## config.mk

```make
export PLATFORM = sky130hd
export DESIGN_NAME = bsaa_allocator
export DESIGN_NICKNAME = d
export VERILOG_FILES = /design/src/rtl/bsaa_pkg.sv /design/src/rtl/bsaa_img_if.sv /design/src/rtl/bsaa_image.sv /design/src/rtl/bsaa_allocator.sv
export SDC_FILE = /design/constraint.sdc
export NUM_CORES = 2
export LEC_CHECK = 0
export ABC_AREA = 1
export BUFFER_PORTS_ARGS = -buffer_cell sky130_fd_sc_hd__buf_4
export CAP_MARGIN = 10
export CELL_PAD_IN_SITES_DETAIL_PLACEMENT = 0
export CELL_PAD_IN_SITES_GLOBAL_PLACEMENT = 1
export CORE_UTILIZATION = 47
export DETAILED_ROUTE_END_ITERATION = 7
export GPL_ROUTABILITY_DRIVEN = 0
export PLACE_DENSITY = 0.89
export REMOVE_ABC_BUFFERS = 1
export SYNTH_ARGS = -nofsm -noshare
export SYNTH_HDL_FRONTEND = slang
export SYNTH_SLANG_ARGS = --single-unit
```

## constraint.sdc

```tcl
create_clock -name ref_clk -period 3.3 [get_ports ref_clk]
set_input_delay 0.495 -clock ref_clk [delete_from_list [all_inputs] [get_ports ref_clk]]
set_output_delay 0.495 -clock ref_clk [all_outputs]
set_load 0.02 [all_outputs]
```

## src/rtl/bsaa_pkg.sv

```systemverilog
package bsaa_pkg;
  // Address widths and sizes
  localparam int unsigned ADDR_W       = 12;
  localparam int unsigned SLOT_W       = 6;
  localparam int unsigned DATA_W       = 8;
  // Automatic allocation constants
  localparam logic [11:0] DISCRETE_BASE = 12'h000;
  localparam logic [11:0] ANALOG_BASE   = 12'h100;
  localparam logic [11:0] DISCRETE_SPAN = 12'h004;
  localparam logic [11:0] ANALOG_SPAN   = 12'h010;
  localparam logic [5:0]  FIRST_SLOT    = 6'h04;
  // Module limits
  localparam logic [5:0]  MAX_MODULES   = 6'h1F;
  localparam logic [3:0]  MAX_PER_ROW   = 4'h8;
  localparam logic [2:0]  MAX_ROWS      = 3'h4;
  // Image covers addresses 0..127
  localparam int unsigned IMAGE_DEPTH  = 128;
  localparam logic [11:0] IMAGE_LIMIT   = 12'h080;
  localparam logic [7:0]  RESET_BYTE    = 8'h00;

  // Module classes reported by the backplane
  typedef enum logic [1:0] {
    BSAA_DISCRETE,
    BSAA_ANALOG,
    BSAA_FUNCTION,
    BSAA_COMM
  } bsaa_class_type;
endpackage : bsaa_pkg

```

## src/rtl/bsaa_img_if.sv

```systemverilog
`timescale 1ns/10ps
// Image port between the allocator core and the image store
interface bsaa_img_if;
  import bsaa_pkg::*;
  logic              wr;
  logic [6:0]        addr;
  logic [7:0]        wdata;
  logic [7:0]        rdata;
  modport core  (output wr, output addr, output wdata, input rdata);
  modport store (input wr, input addr, input wdata, output rdata);
endinterface : bsaa_img_if

```

## src/rtl/bsaa_image.sv

```systemverilog
`timescale 1ns/10ps
// One half of the process image: a 128 byte store
module bsaa_image #(
  parameter int unsigned DEPTH = bsaa_pkg::IMAGE_DEPTH
) (
  // Clock and reset
  input wire logic   ref_clk,
  input wire logic   rstn,
  // Access port
  bsaa_img_if.store  port
);
  import bsaa_pkg::*;

  logic [7:0] mem [DEPTH];

  // Byte store; cleared at reset so the image is defined
  always_ff @(posedge ref_clk or negedge rstn) begin
    if (!rstn) begin
      for (int i = 0; i < DEPTH; i++) begin
        mem[i] <= RESET_BYTE;
      end
    end else if (port.wr) begin
      mem[port.addr] <= port.wdata;
    end
  end

  // Registered read data
  always_ff @(posedge ref_clk or negedge rstn) begin
    if (!rstn) begin
      port.rdata <= RESET_BYTE;
    end else begin
      port.rdata <= mem[port.addr];
    end
  end
endmodule : bsaa_image

```

## src/rtl/bsaa_allocator.sv

```systemverilog
`timescale 1ns/10ps
module bsaa_allocator (
  // Clock and reset
  input  wire logic                      ref_clk,
  input  wire logic                      rstn,
  // Module registration from backplane scan
  input  wire logic                      reg_valid,
  input  wire logic [bsaa_pkg::SLOT_W-1:0] reg_slot,
  input  wire logic [1:0]                reg_row,
  input  wire bsaa_pkg::bsaa_class_type  reg_class,
  input  wire logic                      reg_cfg_valid,
  input  wire logic [bsaa_pkg::ADDR_W-1:0] reg_cfg_addr,
  input  wire logic                      alloc_clear,
  // Allocation result
  output logic                           alloc_done,
  output logic [bsaa_pkg::ADDR_W-1:0]    alloc_start,
  output logic [bsaa_pkg::ADDR_W-1:0]    alloc_span,
  output logic                           alloc_error,
  output logic [5:0]                     module_count,
  // Controller access
  input  wire logic                      acc_req,
  input  wire logic                      acc_write,
  input  wire logic                      acc_direct,
  input  wire logic                      acc_output,
  input  wire logic [bsaa_pkg::ADDR_W-1:0] acc_addr,
  input  wire logic [7:0]                acc_wdata,
  output logic                           acc_ack,
  output logic [7:0]                     acc_rdata,
  output logic                           acc_error,
  // Peripheral bus towards the modules
  output logic                           per_req,
  output logic                           per_write,
  output logic [bsaa_pkg::ADDR_W-1:0]    per_addr,
  output logic [7:0]                     per_wdata,
  input  wire logic                      per_ack,
  input  wire logic [7:0]                per_rdata,
  // Cycle end refresh
  input  wire logic                      cycle_end,
  output logic                           refresh_busy
);
  import bsaa_pkg::*;

  typedef enum {
    S_IDLE,
    S_IMG_RD,
    S_IMG_DONE,
    S_DIR,
    S_REF_RD,
    S_REF_WAIT,
    S_REF_WR,
    S_REF_OUT,
    S_REF_OWAIT
  } bsaa_state_type;

  bsaa_img_if in_img ();
  bsaa_img_if out_img ();

  // Input image and output image are independent stores
  bsaa_image #(.DEPTH(IMAGE_DEPTH)) u_in_img (
    .ref_clk (ref_clk),
    .rstn    (rstn),
    .port    (in_img)
  );
  bsaa_image #(.DEPTH(IMAGE_DEPTH)) u_out_img (
    .ref_clk (ref_clk),
    .rstn    (rstn),
    .port    (out_img)
  );

  bsaa_state_type state;
  logic [3:0]     row_count [4];
  logic [6:0]     ref_idx;
  logic           ref_last;
  logic [ADDR_W-1:0] slot_off;
  logic           bad_slot;
  logic           full;

  // Slot offset; slots below four are refused
  assign bad_slot = (reg_slot < FIRST_SLOT);
  assign slot_off = ADDR_W'(reg_slot - FIRST_SLOT);
  // Count limits; the last row index relies on extension modules
  assign full = (module_count >= MAX_MODULES)
             || (row_count[reg_row] >= MAX_PER_ROW);

  // Address calculation per registration
  always_ff @(posedge ref_clk or negedge rstn) begin
    if (!rstn) begin
      alloc_done  <= 1'b0;
      alloc_start <= '0;
      alloc_span  <= '0;
      alloc_error <= 1'b0;
    end else begin
      alloc_done  <= reg_valid;
      if (reg_valid) begin
        if (bad_slot || full) begin
          alloc_error <= 1'b1;
          alloc_start <= '0;
          alloc_span  <= '0;
        end else if (reg_cfg_valid) begin
          alloc_error <= 1'b0;
          alloc_start <= reg_cfg_addr;
          alloc_span  <= (reg_class == BSAA_DISCRETE) ?
                         DISCRETE_SPAN : ANALOG_SPAN;
        end else if (reg_class == BSAA_DISCRETE) begin
          alloc_error <= 1'b0;
          alloc_start <= DISCRETE_BASE + (slot_off << 2);
          alloc_span  <= DISCRETE_SPAN;
        end else begin
          alloc_error <= 1'b0;
          // Multiple of sixteen plus 256, so always even
          alloc_start <= ANALOG_BASE + (slot_off << 4);
          alloc_span  <= ANALOG_SPAN;
        end
      end
    end
  end

  // Module counters, per row and in total
  always_ff @(posedge ref_clk or negedge rstn) begin
    if (!rstn) begin
      module_count <= '0;
      for (int r = 0; r < 4; r++) begin
        row_count[r] <= '0;
      end
    end else if (alloc_clear) begin
      module_count <= '0;
      for (int r = 0; r < 4; r++) begin
        row_count[r] <= '0;
      end
    end else if (reg_valid && !bad_slot && !full) begin
      module_count     <= module_count + 6'h01;
      row_count[reg_row] <= row_count[reg_row] + 4'h1;
    end
  end

  assign ref_last = (ref_idx == 7'h7F);

  // Access and refresh sequencer
  always_ff @(posedge ref_clk or negedge rstn) begin
    if (!rstn) begin
      state   <= S_IDLE;
      ref_idx <= '0;
    end else begin
      unique case (state)
        S_IDLE: begin
          // Refresh has priority so the image is consistent per cycle
          if (cycle_end) begin
            ref_idx <= '0;
            state   <= S_REF_OUT;
          end else if (acc_req) begin
            if (acc_direct || acc_addr >= IMAGE_LIMIT) begin
              state <= S_DIR;
            end else begin
              state <= S_IMG_RD;
            end
          end
        end
        S_IMG_RD:   state <= S_IMG_DONE;
        S_IMG_DONE: state <= S_IDLE;
        S_DIR:      if (per_ack) state <= S_IDLE;
        S_REF_OUT:  state <= S_REF_OWAIT;
        S_REF_OWAIT: if (per_ack) begin
          // Output byte written to module, next input byte
          state <= S_REF_RD;
        end
        S_REF_RD:   if (per_ack) state <= S_REF_WR;
        S_REF_WAIT: state <= S_REF_WR;
        S_REF_WR: begin
          ref_idx <= ref_idx + 7'h01;
          state   <= ref_last ? S_IDLE : S_REF_OUT;
        end
      endcase
    end
  end

  // Latched peripheral read during refresh
  logic [7:0] ref_byte;
  always_ff @(posedge ref_clk or negedge rstn) begin
    if (!rstn) begin
      ref_byte <= RESET_BYTE;
    end else if (state == S_REF_RD && per_ack) begin
      ref_byte <= per_rdata;
    end
  end

  // Controller answer, registered
  always_ff @(posedge ref_clk or negedge rstn) begin
    if (!rstn) begin
      acc_rdata <= RESET_BYTE;
      acc_error <= 1'b0;
    end else if (state == S_DIR && per_ack) begin
      acc_rdata <= per_rdata;
      acc_error <= 1'b0;
    end else if (state == S_IMG_DONE) begin
      acc_rdata <= acc_output ? out_img.rdata : in_img.rdata;
      acc_error <= 1'b0;
    end
  end

  assign acc_ack = (state == S_IMG_DONE) || (state == S_DIR && per_ack);
  assign refresh_busy = (state == S_REF_OUT) || (state == S_REF_OWAIT)
                     || (state == S_REF_RD) || (state == S_REF_WAIT)
                     || (state == S_REF_WR);

  // Image port steering
  always_comb begin
    in_img.addr   = (state == S_REF_WR) ? ref_idx : acc_addr[6:0];
    in_img.wr     = (state == S_REF_WR)
                 || (state == S_IMG_RD && acc_write && !acc_output);
    in_img.wdata  = (state == S_REF_WR) ? ref_byte : acc_wdata;
    out_img.addr  = refresh_busy ? ref_idx : acc_addr[6:0];
    out_img.wr    = (state == S_IMG_RD && acc_write && acc_output);
    out_img.wdata = acc_wdata;
  end

  // Peripheral bus: direct access or refresh traffic
  always_comb begin
    per_req   = (state == S_DIR) || (state == S_REF_OWAIT)
             || (state == S_REF_RD);
    per_write = (state == S_DIR) ? acc_write : (state == S_REF_OWAIT);
    per_addr  = (state == S_DIR) ? acc_addr : ADDR_W'(ref_idx);
    per_wdata = (state == S_DIR) ? acc_wdata : out_img.rdata;
  end
endmodule : bsaa_allocator

```

==> results.sh <==
export IMPL_status="finished, violations left"
export IMPL_violations="design-rule violations"
export IMPL_rows=170
export IMPL_wirelength_um=322000
export IMPL_die_h_um=468
export IMPL_hold_violations=0
export IMPL_end_kind="flop"
export IMPL_yosys_most_used_dff="dfrtp_1"
export IMPL_crit_start="state[1]"
export IMPL_p_per_area_mw_per_mm2=779
export IMPL_yosysWarnings=0
export IMPL_grt_pass1_vias=85200
export IMPL_synth_avg_cell_area_sq_um=7.37
export IMPL_dr_first_iter_drc_count=10000
export IMPL_path_class="flop to flop"
export IMPL_ys_seq_area_share_pct=52.2
export IMPL_leakagePower_nw=56.4
export IMPL_r2r_end="u_in_img.mem[793]"
export IMPL_port_buffers=114
export IMPL_final_max_slew_viol_count=0
export IMPL_clockRootBuffer="clkbuf_16"
export IMPL_final_min_clock_period_ns=3.30
export IMPL_max_freq_mhz=303
export IMPL_cp_data_arrival_time_ns=4.03
export IMPL_grt_overflow=0
export IMPL_nFillCells=20300
export IMPL_firstDrtPassIters=8
export IMPL_hpwl_um=200000
export IMPL_synthArstFlopShare_pct=100
export IMPL_drive_gt1_share_pct=7.66
export IMPL_final_antenna_net_count=0
export IMPL_crit_path_end="u_in_img.mem[793]"
export IMPL_clock_sink_count=2129
export IMPL_relSlewSlack_pct=31.5
export IMPL_grt_max_degree=112
export IMPL_yosys_register_bits=2129
export IMPL_tightest_slew_ns=1.03
export IMPL_crit_path_max_fanout=33
export IMPL_tritoncts="done"
export IMPL_cp_slowest_stage_delay_ns=0.48
export IMPL_ir_drop_v=0.000681
export IMPL_area_growth_pct=13.1
export IMPL_clockBufferDepth=3
export IMPL_start_kind="flop"
export IMPL_core_area_sq_mm=0.215
export IMPL_vias_per_cell=5.38
export IMPL_start_util_pct=47.4
export IMPL_crit_chain="inv_2, nor2_2, nand2_2, buf_4, a21oi_2, inv_2, nor2_2, buf_12, inv_2, nor2_2, nand2_1, nand2_1, o21ai_0"
export IMPL_drc=15
export IMPL_reg2reg_depth=13
export IMPL_setup_viol=0
export IMPL_r2r_start="state[1]"
export IMPL_clkLatencyLatePin_ns=0.89
export IMPL_synth_edff_count=0
export IMPL_cts_buffers=227
export IMPL_grt_first_pass_wirelength_um=503000
export IMPL_die_w_um=468
export IMPL_dieArea_sq_mm=0.219
export IMPL_r2r_setup_slack_ns=0.005
export IMPL_h_tree_depth=4
export IMPL_track_usage_pct=29.4
export IMPL_vias=89700
export IMPL_cpMaxStageDelayCell="nor2_2"
export IMPL_period_share_pct=99.9
export IMPL_hold_class="input pin to flop"
export IMPL_synth_cell_type_count=43
export IMPL_total_power_mw=89.8
export IMPL_hold_start="reg_cfg_valid"
export IMPL_synth_area_sq_mm=0.102
export IMPL_clk_pin_slew_ns=0.06
export IMPL_crit_required_ns=4.03
export IMPL_fin_skew_ns=0.0572
export IMPL_rsz0062_at_grt="true"
export IMPL_timing_hold_ws_ns=0.0720
export IMPL_drv_cap=0
export IMPL_grt_antenna_before_repair=5
export IMPL_wl_per_cell_um=19.3
export IMPL_synth_cells=13800
export IMPL_nets=13700
export IMPL_io_pins=126
-- cells in the final DEF, fill, tap and decap left out, types with 6 or more instances in the layout --
| cell | instances |
|---|---|
| bufinv_16 | 16 |
| buf_4 | 348 |
| a21oi_1 | 12 |
| diode_2 | 6 |
| nand4_1 | 83 |
| o22ai_1 | 13 |
| clkbuf_8 | 62 |
| ha_1 | 6 |
| inv_2 | 14 |
| o211ai_1 | 37 |
| nand2_1 | 6450 |
| nor2_4 | 21 |
| conb_1 | 11 |
| o21ai_1 | 136 |
| dfrtp_1 | 2129 |
| o21ai_0 | 2020 |
| o21ai_4 | 10 |
| nor4_4 | 9 |
| or2_2 | 21 |
| clkinv_2 | 49 |
| nand3_1 | 511 |
| nor2_2 | 32 |
| inv_1 | 1047 |
| dlygate4sd3_1 | 37 |
| nand2_2 | 81 |
| nor2_1 | 205 |
| inv_6 | 15 |
| inv_16 | 7 |
| buf_12 | 107 |
| a31oi_1 | 6 |
| clkbuf_16 | 229 |
| clkbuf_1 | 39 |
-- synth_stat cells (7+ instances only) --
cell | count | area share (%)
dfrtp_1 | 2129 | 52
nand2_2 | 27 | 0.17
nor2_4 | 7 | 0.077
nor2_1 | 221 | 0.81
inv_2 | 15 | 0.055
a21oi_1 | 12 | 0.059
buf_4 | 68 | 0.50
buf_2 | 83 | 0.41
o21ai_1 | 131 | 0.64
or2_2 | 21 | 0.13
inv_1 | 1056 | 3.9
buf_1 | 47 | 0.17
o22ai_1 | 13 | 0.080
o21ai_0 | 2034 | 10
nand2_1 | 6508 | 24
nor2_2 | 30 | 0.18
nand4_1 | 83 | 0.51
clkbuf_1 | 726 | 2.7
nand3_1 | 513 | 2.5
o211ai_1 | 37 | 0.27
-- cell families after synthesis --
logic type	share of synthesized area, %
mux	0.104
simple gates	28.6
flops	52.2
fa+ha+maj	0.0736
compound gates	11.2
xor+xnor	0.0515
other cells	0.00368
buf+inv	7.71
-- critical path: cells and delay by family, from the launching register on --
kind,cells,cell delay [ns]
buffers and inverters,5,0.75
AOI/OAI and AO/OA,2,0.45
DFF,1,0.43
and+or+nand+nor,6,1.49
-- registers in the layout (all words and copies together), names as in the netlist, 2 cells and up --
name / cells
u_out_img.mem: 1024
u_in_img.mem: 1024
alloc_start: 12
ref_idx: 7
u_in_img.port.rdata: 8
u_out_img.port.rdata: 8
alloc_span: 2
state: 4
module_count: 6
row_count: 16
ref_byte: 8
acc_rdata: 8
-- what timing repair did --
action                     4_1_cts  5_1_grt
gates resized for setup          7       83
hold buffers                    37        0
setup endpoints to repair       21      652
pin swaps                        0        1
hold endpoints to repair        94        0
buffers inserted                 0        5
-- cell type report --
| cell class | count | area [sq um] | share of cell area [%] |
|---|---|---|---|
| Antenna cell | 6 | 15.0 | 0.0130 |
| Multi-Input combinational cell | 9712 | 41300 | 35.8 |
| Timing Repair Buffer | 499 | 5290 | 4.58 |
| Sequential cell | 2129 | 53300 | 46.2 |
| Inverter | 1075 | 4100 | 3.56 |
| Tap cell | 2838 | 3550 | 3.08 |
| Clock buffer | 330 | 6730 | 5.84 |
| Clock inverter | 88 | 1020 | 0.884 |
-- per-layer routing --
| metal | up-vias | track usage (%) | share of wire (%) |
|---|---|---|---|
| met1 | 43000 | 41.4 | 43 |
| li1 | 42600 | - | - |
| met5 | - | 0 | 0 |
| met4 | 0 | 12.5 | 4.5 |
| met2 | 3397 | 44.9 | 44 |
| met3 | 646 | 4.99 | 8.1 |
-- where the power goes --
part,switching [mW],internal (mW)
clock,11.0,15.4
combinational,22.2,9.11
sequential,2.32,29.7
-- metrics by stage --
stage               instances  instance area [sq um]  util [%]  TNS (ns)  setup WS, ns
finish                  16700                 115000      53.6         0       0.00488
global placement        16200                 107000      49.7   -0.0250       -0.0250
global route            16700                 115000      53.6     -7.41        -0.175
detailed placement      16200                 107000      49.7   -0.0372       -0.0353
floorplan               12900                  98200         -         -        -27.52
CTS                     16700                 115000      53.5    -0.115       -0.0598
-- worst min path at each step --
stage                              end  slack, ns  cells past startpoint
floorplan                 acc_rdata[0]       0.20                      0
global placement    u_out_img.mem[251]       0.46                      2
detailed placement  u_out_img.mem[245]       0.47                      2
CTS                    alloc_start[10]       0.01                      3
global route           alloc_start[10]       0.04                      3
finish                 alloc_start[10]       0.07                      3
No activity file was read; power rests on OpenSTA's default activity.
